`config.mk`:
```
export PLATFORM = sky130hd
export DESIGN_NAME = drs_sequencer
export DESIGN_NICKNAME = d
export VERILOG_FILES = /design/src/design/drs_pkg.sv /design/src/design/drs_debounce.sv /design/src/design/drs_ramp.sv /design/src/design/drs_sequencer.sv
export SDC_FILE = /design/constraint.sdc
export NUM_CORES = 2
export LEC_CHECK = 0
export ABC_AREA = 0
export BUFFER_PORTS_ARGS = -buffer_cell sky130_fd_sc_hd__buf_2
export CORE_MARGIN = 1
export CORE_UTILIZATION = 60
export DETAILED_ROUTE_END_ITERATION = 10
export PLACE_DENSITY_LB_ADDON = 0.3
export SYNTH_ARGS = -nofsm -noshare
export SYNTH_HDL_FRONTEND = slang
export SYNTH_SLANG_ARGS = --single-unit
export TNS_END_PERCENT = 100
```
`constraint.sdc`:
```
create_clock -name clock_i -period 26.1 [get_ports clock_i]
set_clock_uncertainty 0.1 [all_clocks]
set_input_delay 1.305 -clock clock_i [delete_from_list [all_inputs] [get_ports clock_i]]
set_output_delay 1.305 -clock clock_i [all_outputs]
set_load 0.02 [all_outputs]
```
`src/design/drs_pkg.sv`:
```
// constants and types shared by the run/jog/ramp-stop sequencer
package drs_pkg;
	localparam int CLK_KHZ = 25000;
	localparam int US_PER_MS = 1000;
	localparam int IN_W = 20;
	localparam int DEB_US = 100;
	localparam int DEB_CYC = DEB_US * CLK_KHZ / US_PER_MS;
	localparam int DEB_W = 12;
	localparam int UV_MS = 80;
	localparam int UV_CYC = UV_MS * CLK_KHZ;
	localparam int UV_W = 21;
	localparam int SPEED_W = 12;
	localparam int SPEED_STEPS = 4096;
	localparam int SET_W = 8;
	localparam int SET_MAX = 255;
	localparam int STEP_W = 20;
	localparam int PROD_W = STEP_W + SET_W;
	localparam int FAST_MIN_MS = 50;
	localparam int FAST_MAX_MS = 2000;
	localparam int SLOW_MIN_MS = 2000;
	localparam int SLOW_MAX_MS = 90000;
	localparam int FAST_MIN_STEP = int'(longint'(FAST_MIN_MS) * CLK_KHZ / SPEED_STEPS);
	localparam int FAST_MAX_STEP = int'(longint'(FAST_MAX_MS) * CLK_KHZ / SPEED_STEPS);
	localparam int SLOW_MIN_STEP = int'(longint'(SLOW_MIN_MS) * CLK_KHZ / SPEED_STEPS);
	localparam int SLOW_MAX_STEP = int'(longint'(SLOW_MAX_MS) * CLK_KHZ / SPEED_STEPS);
	localparam int ADDR_W = 8;
	localparam logic [ADDR_W-1:0] REG_REFERENCE = 8'h00;
	localparam logic [ADDR_W-1:0] REG_JOG_SPEED = 8'h04;
	localparam logic [ADDR_W-1:0] REG_TIME_SETTING = 8'h08;
	localparam logic [ADDR_W-1:0] REG_STATUS = 8'h0c;
	localparam logic [SPEED_W-1:0] REFERENCE_RST = 12'h000;
	localparam logic [SPEED_W-1:0] JOG_SPEED_RST = 12'h000;
	localparam logic [SET_W-1:0] TIME_SETTING_RST = 8'h80;
	localparam int TIME_B_LSB = 8;
	localparam int STAT_MODE_LSB = 0;
	localparam int STAT_RUN = 2;
	localparam int STAT_JOG = 3;
	localparam int STAT_ENABLE = 4;
	localparam int STAT_BUS_FAULT = 5;
	localparam int STAT_SUPPLY_FAULT = 6;
	localparam int STAT_IOC_FAULT = 7;
	localparam int STAT_DIGITAL = 8;
	localparam int STAT_SPEED_LSB = 16;
	typedef enum logic [1:0] {POS_INTERNAL = 2'b00, POS_RESET = 2'b01, POS_TRAP = 2'b10}
		drs_reset_pos_t;
	typedef enum logic [1:0] {ST_STOPPED, ST_RUN, ST_JOG, ST_RAMP_STOP} drs_mode_t;
endpackage : drs_pkg

```
`src/design/drs_debounce.sv`:
```
// per-bit synchroniser and stability filter for slow operator and status inputs
`timescale 1ns/1ps
module drs_debounce #(
	parameter int WIDTH = drs_pkg::IN_W
) (
	// clock and reset
	input wire logic clock_i,
	input wire logic arst_n_i,
	// raw and filtered levels
	input wire logic [WIDTH-1:0] raw_i,
	output logic [WIDTH-1:0] clean_o
);
	genvar gi;
	generate
		for (gi = 0; gi < WIDTH; gi++) begin : g_bit
			logic meta;
			logic sync;
			logic [drs_pkg::DEB_W-1:0] cnt;
			logic [drs_pkg::DEB_W-1:0] next_cnt;
			logic next_clean;
			always_comb begin
				next_cnt = '0;
				next_clean = clean_o[gi];
				if (sync != clean_o[gi]) begin
					next_cnt = cnt + 1'b1;
					if (cnt == drs_pkg::DEB_W'(drs_pkg::DEB_CYC - 1)) begin
						next_clean = sync;
						next_cnt = '0;
					end
				end
			end
			always_ff @(posedge clock_i or negedge arst_n_i) begin
				if (!arst_n_i) begin
					meta <= 1'b0;
					sync <= 1'b0;
					cnt <= '0;
					clean_o[gi] <= 1'b0;
				end else begin
					meta <= raw_i[gi];
					sync <= meta;
					cnt <= next_cnt;
					clean_o[gi] <= next_clean;
				end
			end
		end
	endgenerate
endmodule : drs_debounce

```
`src/design/drs_ramp.sv`:
```
// constant-slope speed ramp: one speed step per programmable interval
`timescale 1ns/1ps
module drs_ramp (
	// clock and reset
	input wire logic clock_i,
	input wire logic arst_n_i,
	// control
	input wire logic clear_i,
	input wire logic [drs_pkg::SPEED_W-1:0] target_i,
	input wire logic [drs_pkg::STEP_W-1:0] up_interval_i,
	input wire logic [drs_pkg::STEP_W-1:0] down_interval_i,
	// ramp output
	output logic [drs_pkg::SPEED_W-1:0] speed_o
);
	logic [drs_pkg::STEP_W-1:0] cnt;
	logic [drs_pkg::STEP_W-1:0] next_cnt;
	logic [drs_pkg::SPEED_W-1:0] next_speed;
	logic [drs_pkg::STEP_W-1:0] interval;

	// every step in one direction takes the same time, so partial changes scale with their size
	always_comb begin
		interval = (speed_o < target_i) ? up_interval_i : down_interval_i;
		next_cnt = cnt + 1'b1;
		next_speed = speed_o;
		if (clear_i) begin
			next_cnt = '0;
			next_speed = '0;
		end else if (speed_o == target_i) begin
			next_cnt = '0;
		end else if (cnt >= interval) begin
			next_cnt = '0;
			next_speed = (speed_o < target_i) ? speed_o + 1'b1 : speed_o - 1'b1;
		end
	end

	always_ff @(posedge clock_i or negedge arst_n_i) begin
		if (!arst_n_i) begin
			cnt <= '0;
			speed_o <= '0;
		end else begin
			cnt <= next_cnt;
			speed_o <= next_speed;
		end
	end
endmodule : drs_ramp

```
`src/design/drs_sequencer.sv`:
```
// run/jog/ramp-stop sequencer with interlocks, fault latches, indicators and apb registers
//
// Our own choices: the placing of the registers and the APB interface to the registers.
`timescale 1ns/1ps

// Notes on behaviour
// - forced-digital jumper position keeps digital mode; otherwise digital input decides.
// - reset jumper internal: a stop action clears latched faults.
// - reset jumper trap position: stop does not clear latched faults.
// - reset jumper middle clears faults, blocks running and withholds enable.
// - coast jumper installed: run or jog end enters ramp stop toward zero.
// - coast jumper removed: no ramp stop, drive disabled when run/jog ends.
// - ramp-range jumper picks 2-90 s or 50 ms-2 s full-scale ramp.
// - ramps have constant slope; partial changes take proportional time.
// - run/jog only with emergency stop energized; removal stops at once.
// - start lights run indicator and closes run contact even without e-stop.
// - with e-stop energized, run mode lasts while start stays energized.
// - momentary start seals in only while stop-circuit hold is energized.
// - dropping hold while running ends run and enters selected stop behaviour.
// - jog starts jog mode, lights jog indicator; run indicator and contact stay off.
// - jog overrides run; releasing jog returns to run and ramps to reference.
// - enable request raised in run or jog mode.
// - enable withheld without bus ready or without emergency stop.
// - enable withheld while any latched trip is active.
// - bus indicator red at power-up, green when charged, red on fault while disabled.
// - each commutation indicator on for south pole, off for north.
// - speed-sensor indicator green for sensor a, red for sensor b, both, or off.
// - enable indicator lit fault-free in run, jog or ramp stop; off on undervoltage.
// - enable drops once run, jog and ramp stop are all inactive.
// - undervoltage timer trips bus fault after 80 ms below 85 percent.
module drs_sequencer #(
	parameter int UV_TRIP_CYC = drs_pkg::UV_CYC,
	parameter int FAST_MIN_STEP = drs_pkg::FAST_MIN_STEP,
	parameter int FAST_MAX_STEP = drs_pkg::FAST_MAX_STEP,
	parameter int SLOW_MIN_STEP = drs_pkg::SLOW_MIN_STEP,
	parameter int SLOW_MAX_STEP = drs_pkg::SLOW_MAX_STEP
) (
	// clock and reset
	input wire logic clock_i,
	input wire logic arst_n_i,
	// apb slave
	input wire logic psel,
	input wire logic penable,
	input wire logic pwrite,
	input wire logic [drs_pkg::ADDR_W-1:0] paddr,
	input wire logic [31:0] pwdata,
	output logic [31:0] prdata,
	output logic pready,
	output logic pslverr,
	// operator inputs, high = energized
	input wire logic estop_ok_i,
	input wire logic start_i,
	input wire logic stop_hold_i,
	input wire logic jog_i,
	input wire logic digital_mode_i,
	// board jumpers
	input wire logic mode_select_jumper_i,
	input wire logic coast_select_jumper_i,
	input wire logic ramp_range_jumper_i,
	input wire logic [1:0] fault_reset_jumper_i,
	// power stage status
	input wire logic bus_charged_i,
	input wire logic bus_low_i,
	input wire logic bus_over_i,
	input wire logic supply_low_i,
	input wire logic overcurrent_i,
	// position sensors, high = south pole
	input wire logic commutation_sensor_a_i,
	input wire logic commutation_sensor_b_i,
	input wire logic commutation_sensor_c_i,
	input wire logic speed_sensor_a_i,
	input wire logic speed_sensor_b_i,
	// drive control outputs
	output logic enable_request_o,
	output logic drive_enable_o,
	output logic run_contact_o,
	output logic digital_mode_o,
	output logic ramp_stop_o,
	output logic [drs_pkg::SPEED_W-1:0] speed_o,
	// indicators
	output logic run_indicator_o,
	output logic jog_indicator_o,
	output logic drive_enable_indicator_o,
	output logic bus_red_o,
	output logic bus_green_o,
	output logic [2:0] commutation_indicator_o,
	output logic speed_sensor_indicator_green_o,
	output logic speed_sensor_indicator_red_o,
	output logic bus_voltage_fault_o,
	output logic supply_loss_fault_o,
	output logic overcurrent_trip_o
);
	logic [drs_pkg::IN_W-1:0] clean;
	logic estop_ok;
	logic start_in;
	logic hold_in;
	logic jog_in;
	logic digital_in;
	logic mode_jp;
	logic coast_jp;
	logic ramp_jp;
	logic [1:0] reset_jp;
	logic charged;
	logic bus_low;
	logic bus_over;
	logic supply_low;
	logic ioc_in;
	logic [2:0] comm;
	logic spd_a;
	logic spd_b;

	drs_debounce #(
		.WIDTH(drs_pkg::IN_W)
	) u_debounce (
		.clock_i(clock_i),
		.arst_n_i(arst_n_i),
		.raw_i({estop_ok_i, start_i, stop_hold_i, jog_i, digital_mode_i, mode_select_jumper_i,
			coast_select_jumper_i, ramp_range_jumper_i, fault_reset_jumper_i, bus_charged_i,
			bus_low_i, bus_over_i, supply_low_i, overcurrent_i, commutation_sensor_c_i,
			commutation_sensor_b_i, commutation_sensor_a_i, speed_sensor_a_i, speed_sensor_b_i}),
		.clean_o(clean)
	);

	assign {estop_ok, start_in, hold_in, jog_in, digital_in, mode_jp, coast_jp, ramp_jp, reset_jp,
		charged, bus_low, bus_over, supply_low, ioc_in, comm, spd_a, spd_b} = clean;

	// reset jumper decode; the unused code is treated as the middle position to stay safe
	logic pos_reset;
	logic pos_internal;
	assign pos_internal = reset_jp == drs_pkg::POS_INTERNAL;
	assign pos_reset = !pos_internal && reset_jp != drs_pkg::POS_TRAP;

	// run seal-in and stop action
	logic run_sealed;
	logic next_run_sealed;
	logic hold_q;
	logic run_on;
	logic stop_action;
	always_comb begin
		run_on = start_in | (run_sealed & hold_in);
		next_run_sealed = run_on;
		stop_action = hold_q & !hold_in;
	end
	always_ff @(posedge clock_i or negedge arst_n_i) begin
		if (!arst_n_i) begin
			run_sealed <= 1'b0;
			hold_q <= 1'b0;
		end else begin
			run_sealed <= next_run_sealed;
			hold_q <= hold_in;
		end
	end

	// fault latches and undervoltage timer; a new set wins over a clear in the same cycle
	logic [drs_pkg::UV_W-1:0] uv_cnt;
	logic [drs_pkg::UV_W-1:0] next_uv_cnt;
	logic bus_fault;
	logic supply_fault;
	logic ioc_fault;
	logic charged_seen;
	logic next_bus_fault;
	logic next_supply_fault;
	logic next_ioc_fault;
	logic next_charged_seen;
	logic uv_expired;
	logic fault_clear;
	logic any_fault;
	always_comb begin
		next_uv_cnt = '0;
		uv_expired = 1'b0;
		if (bus_low) begin
			next_uv_cnt = uv_cnt;
			if (uv_cnt == drs_pkg::UV_W'(UV_TRIP_CYC - 1)) begin
				uv_expired = 1'b1;
			end else begin
				next_uv_cnt = uv_cnt + 1'b1;
			end
		end
		fault_clear = pos_reset | (pos_internal & stop_action);
		next_charged_seen = charged_seen | charged;
		next_bus_fault = bus_over | uv_expired | (charged_seen & !charged)
			| (bus_fault & !fault_clear);
		next_supply_fault = supply_low | (supply_fault & !fault_clear);
		next_ioc_fault = ioc_in | (ioc_fault & !fault_clear);
		any_fault = bus_fault | supply_fault | ioc_fault;
	end
	always_ff @(posedge clock_i or negedge arst_n_i) begin
		if (!arst_n_i) begin
			uv_cnt <= '0;
			bus_fault <= 1'b0;
			supply_fault <= 1'b0;
			ioc_fault <= 1'b0;
			charged_seen <= 1'b0;
		end else begin
			uv_cnt <= next_uv_cnt;
			bus_fault <= next_bus_fault;
			supply_fault <= next_supply_fault;
			ioc_fault <= next_ioc_fault;
			charged_seen <= next_charged_seen;
		end
	end

	// operating mode
	drs_pkg::drs_mode_t state;
	drs_pkg::drs_mode_t next_state;
	logic [drs_pkg::SPEED_W-1:0] ramp_speed;
	always_comb begin
		next_state = state;
		if (!estop_ok || pos_reset) begin
			next_state = drs_pkg::ST_STOPPED;
		end else if (jog_in) begin
			next_state = drs_pkg::ST_JOG;
		end else if (run_on) begin
			next_state = drs_pkg::ST_RUN;
		end else begin
			unique case (state)
				drs_pkg::ST_RUN, drs_pkg::ST_JOG: begin
					next_state = coast_jp ? drs_pkg::ST_RAMP_STOP : drs_pkg::ST_STOPPED;
				end
				drs_pkg::ST_RAMP_STOP: begin
					if (ramp_speed == '0) begin
						next_state = drs_pkg::ST_STOPPED;
					end
				end
				drs_pkg::ST_STOPPED: begin
					next_state = drs_pkg::ST_STOPPED;
				end
			endcase
		end
	end
	always_ff @(posedge clock_i or negedge arst_n_i) begin
		if (!arst_n_i) begin
			state <= drs_pkg::ST_STOPPED;
		end else begin
			state <= next_state;
		end
	end

	// registers written over apb
	logic [drs_pkg::SPEED_W-1:0] reference;
	logic [drs_pkg::SPEED_W-1:0] jog_speed;
	logic [drs_pkg::SET_W-1:0] time_setting_a;
	logic [drs_pkg::SET_W-1:0] time_setting_b;

	// ramp interval per speed step from the range jumper and the time setting
	function automatic logic [drs_pkg::STEP_W-1:0] step_of(input logic [drs_pkg::SET_W-1:0] s,
		input logic slow);
		logic [drs_pkg::PROD_W-1:0] lo;
		logic [drs_pkg::PROD_W-1:0] span;
		logic [drs_pkg::PROD_W-1:0] prod;
		lo = slow ? drs_pkg::PROD_W'(SLOW_MIN_STEP) : drs_pkg::PROD_W'(FAST_MIN_STEP);
		span = slow ? drs_pkg::PROD_W'(SLOW_MAX_STEP - SLOW_MIN_STEP)
			: drs_pkg::PROD_W'(FAST_MAX_STEP - FAST_MIN_STEP);
		prod = lo + span * drs_pkg::PROD_W'(s) / drs_pkg::PROD_W'(drs_pkg::SET_MAX);
		return prod[drs_pkg::STEP_W-1:0];
	endfunction : step_of

	logic [drs_pkg::SPEED_W-1:0] target;
	logic [drs_pkg::STEP_W-1:0] up_interval;
	logic [drs_pkg::STEP_W-1:0] down_interval;
	always_comb begin
		unique case (state)
			drs_pkg::ST_RUN: target = reference;
			drs_pkg::ST_JOG: target = jog_speed;
			drs_pkg::ST_RAMP_STOP, drs_pkg::ST_STOPPED: target = '0;
		endcase
		up_interval = step_of(time_setting_a, ramp_jp);
		down_interval = step_of(time_setting_b, ramp_jp);
	end

	// coasting drops the command to zero at once, the motor runs down on its own
	drs_ramp u_ramp (
		.clock_i(clock_i),
		.arst_n_i(arst_n_i),
		.clear_i(state == drs_pkg::ST_STOPPED),
		.target_i(target),
		.up_interval_i(up_interval),
		.down_interval_i(down_interval),
		.speed_o(ramp_speed)
	);

	// registered outputs
	logic active;
	logic enable_ok;
	logic next_enable;
	logic next_bus_green;
	always_comb begin
		active = state != drs_pkg::ST_STOPPED;
		enable_ok = estop_ok & charged & !any_fault & !pos_reset;
		next_enable = active & enable_ok;
		next_bus_green = charged & !(bus_fault & !drive_enable_o);
	end
	always_ff @(posedge clock_i or negedge arst_n_i) begin
		if (!arst_n_i) begin
			enable_request_o <= 1'b0;
			drive_enable_o <= 1'b0;
			drive_enable_indicator_o <= 1'b0;
			run_contact_o <= 1'b0;
			run_indicator_o <= 1'b0;
			jog_indicator_o <= 1'b0;
			digital_mode_o <= 1'b0;
			ramp_stop_o <= 1'b0;
			speed_o <= '0;
			bus_red_o <= 1'b1;
			bus_green_o <= 1'b0;
			commutation_indicator_o <= '0;
			speed_sensor_indicator_green_o <= 1'b0;
			speed_sensor_indicator_red_o <= 1'b0;
			bus_voltage_fault_o <= 1'b0;
			supply_loss_fault_o <= 1'b0;
			overcurrent_trip_o <= 1'b0;
		end else begin
			enable_request_o <= state == drs_pkg::ST_RUN || state == drs_pkg::ST_JOG;
			drive_enable_o <= next_enable;
			drive_enable_indicator_o <= next_enable;
			run_contact_o <= run_on;
			run_indicator_o <= run_on;
			jog_indicator_o <= state == drs_pkg::ST_JOG;
			digital_mode_o <= mode_jp | digital_in;
			ramp_stop_o <= state == drs_pkg::ST_RAMP_STOP;
			speed_o <= ramp_speed;
			bus_red_o <= !next_bus_green;
			bus_green_o <= next_bus_green;
			commutation_indicator_o <= comm;
			speed_sensor_indicator_green_o <= spd_a;
			speed_sensor_indicator_red_o <= spd_b;
			bus_voltage_fault_o <= bus_fault;
			supply_loss_fault_o <= supply_fault;
			overcurrent_trip_o <= ioc_fault;
		end
	end

	// apb slave: one wait-free access phase, read data captured in the setup cycle
	logic setup;
	logic wr_en;
	logic mapped;
	logic [31:0] status;
	logic [31:0] rdata;
	logic [drs_pkg::SPEED_W-1:0] next_reference;
	logic [drs_pkg::SPEED_W-1:0] next_jog_speed;
	logic [drs_pkg::SET_W-1:0] next_time_a;
	logic [drs_pkg::SET_W-1:0] next_time_b;
	always_comb begin
		setup = psel & !penable;
		wr_en = psel & penable & pready & pwrite;
		status = '0;
		status[drs_pkg::STAT_MODE_LSB +: 2] = state;
		status[drs_pkg::STAT_RUN] = run_indicator_o;
		status[drs_pkg::STAT_JOG] = jog_indicator_o;
		status[drs_pkg::STAT_ENABLE] = drive_enable_o;
		status[drs_pkg::STAT_BUS_FAULT] = bus_fault;
		status[drs_pkg::STAT_SUPPLY_FAULT] = supply_fault;
		status[drs_pkg::STAT_IOC_FAULT] = ioc_fault;
		status[drs_pkg::STAT_DIGITAL] = digital_mode_o;
		status[drs_pkg::STAT_SPEED_LSB +: drs_pkg::SPEED_W] = ramp_speed;
		mapped = 1'b1;
		rdata = '0;
		unique case (paddr)
			drs_pkg::REG_REFERENCE: rdata = 32'(reference);
			drs_pkg::REG_JOG_SPEED: rdata = 32'(jog_speed);
			drs_pkg::REG_TIME_SETTING: rdata = 32'({time_setting_b, time_setting_a});
			drs_pkg::REG_STATUS: rdata = status;
			default: mapped = 1'b0;
		endcase
		next_reference = reference;
		next_jog_speed = jog_speed;
		next_time_a = time_setting_a;
		next_time_b = time_setting_b;
		if (wr_en && paddr == drs_pkg::REG_REFERENCE) begin
			next_reference = pwdata[drs_pkg::SPEED_W-1:0];
		end
		if (wr_en && paddr == drs_pkg::REG_JOG_SPEED) begin
			next_jog_speed = pwdata[drs_pkg::SPEED_W-1:0];
		end
		if (wr_en && paddr == drs_pkg::REG_TIME_SETTING) begin
			next_time_a = pwdata[drs_pkg::SET_W-1:0];
			next_time_b = pwdata[drs_pkg::TIME_B_LSB +: drs_pkg::SET_W];
		end
	end
	always_ff @(posedge clock_i or negedge arst_n_i) begin
		if (!arst_n_i) begin
			reference <= drs_pkg::REFERENCE_RST;
			jog_speed <= drs_pkg::JOG_SPEED_RST;
			time_setting_a <= drs_pkg::TIME_SETTING_RST;
			time_setting_b <= drs_pkg::TIME_SETTING_RST;
			prdata <= '0;
			pready <= 1'b0;
			pslverr <= 1'b0;
		end else begin
			reference <= next_reference;
			jog_speed <= next_jog_speed;
			time_setting_a <= next_time_a;
			time_setting_b <= next_time_b;
			prdata <= (setup && !pwrite) ? rdata : '0;
			pready <= setup;
			pslverr <= setup & !mapped;
		end
	end
endmodule : drs_sequencer

```
=== After elaboration in Yosys (flattened, before gate mapping) ===
Index checks and enable logic that the tools add are counted.

* Output and inout port bits: 64
* Word-level logic and storage cells: 338
* Flip-flop bits (word level): 462

* Div/mod/pow operators: 2
* Bitwise operators: 29
* Mux-type cells: 64
* $mul: 2
* Equality and inequality tests: 52
* Add/sub/neg operators: 26
* Reduce and logical (&&, ||, !) cells: 50
* Order comparisons: 2

{| class="wikitable"
|+ Operators with widths
! operator !! number
|-
| $mux 12 || 44
|-
| $add 12x1->12 const B || 21
|-
| $eq 12x12->1 const B || 20
|-
| $pmux 28 s4 || 1
|-
| $mux 20 || 5
|-
| $div 28x8->28 const B || 2
|-
| $mux 21 || 2
|-
| $reduce_and 2->1 || 21
|-
| $pmux 12 s3 || 1
|-
| $mux 32 || 1
|-
| $mul 20x8->28 || 1
|-
| $mul 28x8->28 || 1
|-
| $add 21x1->21 const B || 1
|-
| $eq 21x21->1 const B || 1
|-
| $add 14x20->20 || 1
|-
| $add 20x1->20 const B || 1
|-
| $add 20x20->20 || 1
|-
| $ge 20x20->1 || 1
|-
| $ne 1x1->1 || 20
|-
| $and 1x1->1 || 18
|-
| $eq 8x4->1 const B || 2
|-
| $mux 14 || 1
|-
| $logic_not 1->1 || 13
|-
| $eq 12x12->1 || 1
|-
| other kinds (20) || 46
|}

=== Longest topological paths before layout ===
* Depth in word-level cells: 9
* Mapped depth: 116
* Mapped depth without buffers: 101

=== By module ===
A second synthesis with hierarchy kept.

* Cell total of the unflattened synthesis: 4728
* Area, all modules: 42329.3 um2

{| class="wikitable"
|+ By module, submodules not included
! module !! instances !! area each (um2) !! cells each !! sequential area each (um2)
|-
| drs_sequencer || 1 || 26004.9 || 3167 || 3156.8
|-
| drs_debounce || 1 || 13480.4 || 1255 || 7507.2
|-
| drs_ramp || 1 || 2844.0 || 306 || 800.8
|}

=== Least setup slack after synthesis ===
No wires, ideal clock.

* Path kind: register -> register
* Start point: register u_debounce.clean_o[12]
* End point: register u_ramp.speed_o[10] in the netlist's numbering
* Library setup time: 0.125 ns
* Arrival time: 22.326 ns
* Slack: 3.550 ns
* Required time: 25.875 ns
* Cell stages (with the launch flop): 97
* Path buffers: 7
* Cells stage by stage: dfrtp_1 buf_6 clkbuf_1 clkbuf_1 nor2_1 fa_1 inv_1 fa_1 fa_1 fa_1 inv_1 ha_1 a2111oi_2 o21ai_1 a41oi_1 mux2i_1 a221o_2 nor3_4 (+61 left out) o21ai_0 nand2b_1 a21oi_1 nor2b_1 o21ai_0 nand2b_1 a21oi_1 nor2b_1 o21ai_0 nand2b_1 a21oi_1 nor2b_1 o21ai_0 nand2b_1 a211oi_1 a21oi_1 clkbuf_1 mux2_2

* Cells in the longest elaborated chain, start to end: 8

{| class="wikitable"
|+ RTL lines
! element !! line !! text
|-
| from (decl) || drs_debounce.sv:11 || <nowiki>output logic [WIDTH-1:0] clean_o</nowiki>
|-
| from (signal, indexed assignment) || drs_debounce.sv:42 || <nowiki>clean_o[gi] <= next_clean;</nowiki>
|-
| $mux 20 || drs_sequencer.sv:252 || <nowiki>span = slow ? drs_pkg::PROD_W'(SLOW_MAX_STEP - SLOW_MIN_STEP)</nowiki>
|-
| $mul 28x8->28 or $mul 20x8->28 (tied branches) || drs_sequencer.sv:254 || <nowiki>prod = lo + span * drs_pkg::PROD_W'(s) / drs_pkg::PROD_W'(drs_pkg::SET_MAX);</nowiki>
|-
| $div 28x8->28 || drs_sequencer.sv:254 ||
|-
| $add 20x20->20 or $add 14x20->20 (tied branches) || drs_sequencer.sv:254 ||
|-
| $mux 20 (*) || drs_ramp.sv:22 || <nowiki>interval = (speed_o < target_i) ? up_interval_i : down_interval_i;</nowiki>
|-
| $ge 20x20->1 (*) || drs_ramp.sv:30 || <nowiki>end else if (cnt >= interval) begin</nowiki>
|-
| $reduce_bool 2->1 (no source line) (*) || -- ||
|-
| $reduce_and 2->1 (no source line) (*) || -- ||
|-
| to (signal assigned) || drs_ramp.sv:42 || <nowiki>speed_o <= next_speed;</nowiki>
|-
| to (decl) || drs_ramp.sv:13 || <nowiki>output logic [drs_pkg::SPEED_W-1:0] speed_o</nowiki>
|}

Every way passes the cells marked *; elsewhere a longest branch is shown, timed or not.
A chain may end at the register's enable or synchronous reset.

=== Worst setup path in the final report ===
* Start point: register time_setting_a[7] in the netlist's numbering
* End point: register u_ramp.speed_o[11] in the netlist's numbering

* Cells in the longest elaborated chain, start to end: 7

{| class="wikitable"
|+ RTL lines
! element !! line !! text
|-
| from (decl) || drs_sequencer.sv:242 || <nowiki>logic [drs_pkg::SET_W-1:0] time_setting_a;</nowiki>
|-
| from (signal assigned) || drs_sequencer.sv:384 || <nowiki>time_setting_a <= drs_pkg::TIME_SETTING_RST;</nowiki>
|-
| from (signal assigned) || drs_sequencer.sv:392 || <nowiki>time_setting_a <= next_time_a;</nowiki>
|-
| $mul 28x8->28 || drs_sequencer.sv:254 ||
|-
| $div 28x8->28 || drs_sequencer.sv:254 ||
|-
| $add 20x20->20 || drs_sequencer.sv:254 ||
|-
| $mux 20 || drs_ramp.sv:22 ||
|-
| $ge 20x20->1 || drs_ramp.sv:30 ||
|-
| $reduce_bool 2->1 (no source line) || -- ||
|-
| $reduce_and 2->1 (no source line) || -- ||
|}

Every way passes these cells.

==> metrics.txt <==
DR vias/cell around 6.3; hold buffers post-CTS 0; met3 Use GR 4.74%; HPWL after detailed placement about 74000 um; Crit Path Max Fanout 15; IO Pins ~130; vias post-DR ~35000; Num CTS Buffers between 40 and 50; Final Hold Vio Count 0; area leader, netlist dfrtp_1; status finished, final reports clean; crit path launch type flip-flop; reg2reg setup slack approximately 1.4 ns; die height roughly 260 um; RD Place Congestion 0.975; CP arrival between 20 and 30 ns; ANT cells 0; Post-Syn Area approximately 40000 um2; count leader, synth nor2_1; Min-Delay Path Class flip-flop to flip-flop; hold path startpoint u_debounce.g_bit[2].meta; Post-Route WL slightly below 100000 um; initial core utilization between 60% and 70%; max-cap violation count 0; nets roughly 5000; Seq/Total Area, Yosys 28.8%; Crit. Startpoint time_setting_a[7]; CP Capture Type flip-flop; area of the die 67300 um2; site row count 93; Worst Tran Pin Value about 1.1 ns; Synth Register Bits around 460; Crit Reg-Reg Startpoint time_setting_a[7]; Post-synth EDFFs 0; VDD IR max slightly below 60 uV; Yosys Warn Count 0; clock latency on the worst-skew pair 0.59 ns; M2 GR Usage a little under half; GR peak layer met2; utilization after layout about two thirds; Max Freq around 0.04 GHz; overflow left after global routing 0; Yosys top cell area share between 20% and 30%; Pins Over Slew Limit 0; gr usage total 28.7%; Rel. slew slack between 20% and 30%; post-synth cell types 162; Num Clock Sinks ~460; Area Overhead vs Synth 8.04%; drt first pass iters 7; CTS Root Cell clkbuf_16; slowest CP cell dfstp_2; initial drt markers between 2000 and 3000; Main synth FF type dfrtp_1; Die Width 259 um; clock-pin transition on the worst setup and hold timing paths roughly 0.070 ns; CP peak stage delay 0.66 ns; routed length per instance 17.7 um; ys async rst share 100%; Routed Antenna Nets 0; P_leak roughly 19 nW; post-route minimum period between 20 and 25 ns; FILL cells approximately 5300; final setup fails 0; crit path kind flip-flop to flip-flop; DR DRC count 0; post-synthesis cell count ~4600; power per cell area between 30 and 40 nW/um2; core area between 60000 and 70000 um2; initial antenna violation count 2; number of global-route vias before repair approximately 33000; ratio of final minimum period to clock period 94.7%; CTS Buffer Depth 3; synth top area cells dfrtp_1 29%, ha_1 6.7%, xor2_1 5.1%; IO buf count approximately 110; CTS tree done; met1 usage approximately two fifths; syn_area_per_cell just under 9 um2; first-pass GRT wire length roughly 160000 um; largest net degree at the start of global routing 92; Tot Pwr between 1.5 and 2 mW; layout cells sized above 1 between 10 and 15%; CTS H-tree lvls 2; top cells by count, synth 524 x nor2_1, 455 x dfrtp_1, 345 x nand2_1, 264 x inv_1, 231 x xor2_1; worst path required time about 26 ns
## layer usage
layer,wire length (um),vias to the layer above
met4,1630,4
li1,-,16700
met2,45500,1136
met3,7170,166
met1,43700,16700
met5,27,-
## path summary, 6_finish.rpt
kind	endpoint	cells after the start
min in group asynchronous	u_debounce.g_bit[8].cnt[0]	1
max in group asynchronous	u_debounce.clean_o[12]	3
min	u_debounce.g_bit[2].sync	0
max	u_ramp.speed_o[11]	92
max reg2reg	u_ramp.speed_o[11]	92
min reg2reg	u_debounce.g_bit[2].sync	0
## sequential cells by signal (all words and copies together), names as in the netlist, 2 cells and up
name / cells
u_ramp.speed_o: 12
state: 2
uv_cnt: 21
speed_o: 12
time_setting_a: 8
u_debounce.g_bit.cnt: 240
u_debounce.g_bit.sync: 20
u_debounce.g_bit.meta: 20
time_setting_b: 8
u_ramp.cnt: 20
u_debounce.clean_o: 20
commutation_indicator_o: 3
jog_speed: 12
reference: 12
prdata: 28
## critical path, delay by kind of cell (launching register included)
family	cells	cell delay (ns)
AOI/OAI and AO/OA	40	11.19
xor gates and xnor gates	3	0.71
adders and majority gates	9	2.95
buffers and inverters	8	0.88
DFF	1	0.66
muxes	1	0.41
and+or+nand+nor	31	7.65
## cell families (layout without fill, tap and decap cells)
group / count (synthesis) / after routing / share of synthesized area, %
AO/OA/AOI/OAI: 1034 / 1034 / 19.1
XOR/XNOR: 422 / 422 / 9.37
adder cells (fa/ha/maj): 308 / 308 / 11.4
buffers and inverters: 391 / 497 / 4.25
flip-flops: 458 / 458 / 28.8
multiplexers: 133 / 133 / 3.66
other: 2 / 12 / 0.0189
AND/OR/NAND/NOR: 1809 / 1809 / 23.3
## area by class of cell
| class | count | area, um2 | share of cell area (%) |
|---|---|---|---|
| multi-input combinational | 3718 | 27000 | 62.9 |
| timing repair buffer | 150 | 882 | 2.05 |
| clock inverter | 15 | 203 | 0.472 |
| tap | 855 | 1070 | 2.49 |
| sequential | 458 | 11500 | 26.7 |
| clock buffer | 66 | 1290 | 3.01 |
| inverter | 266 | 1000 | 2.33 |
## power breakdown
group	switching, mW	total [mW]	internal [mW]
registers	0.0105	0.732	0.721
clock network	0.284	0.660	0.377
logic	0.0910	0.139	0.0483
total	0.385	1.53	1.15
## placed cells by master, fill, tap and decap left out, types with 17 or more instances in the layout
master     synthesis  final
o21a_1            36     36
dfrtp_1          455    454
or2_2             29     29
nor2b_1           27     24
clkbuf_16          0     44
and4_1            19     19
nor2_1           524    520
and3_2            18     20
a21o_1            45     45
a211oi_1          49     45
and3_1            97     95
o22ai_1           18     18
ha_1             214    214
a31oi_1           46     45
fa_1              93     93
o21bai_1          21     21
mux2_2            78     78
o21ai_0          146    145
a22oi_1           20     20
nor4_1            63     59
mux2i_1           50     44
inv_1            264    263
xor2_1           231    228
buf_2             19    107
or3_1             38     38
nand4_1           70     70
nand2_1          345    344
xnor2_1          188    186
nand2b_1          40     40
o211ai_1          51     51
nor4bb_1          20     20
buf_4             13     40
a21oi_1          206    205
nor3_1            96     92
and2_1            57     57
o2111ai_1         17     17
o21ai_1           32     30
nand3_1          226    226
## what timing repair did
item                                    in CTS  in global routing
endpoints found under the setup margin       0                 32
gates resized for setup                      0                 75
setup buffers                                0                  9
## through the flow
stage	setup slack (ns)	instances	setup TNS, ns	hold slack, ns	instance area, um2
global placement	0.891	5438	0	0.232	41000
global route	-0.0372	5528	-0.0372	0.254	42900
CTS	0.391	5519	0	0.249	42500
floorplan	3.55	4567	0	0.231	39800
finish	1.38	5528	0	0.247	42900
detailed placement	0.472	5438	0	0.237	41000
Power figures use the tool's default switching activity.
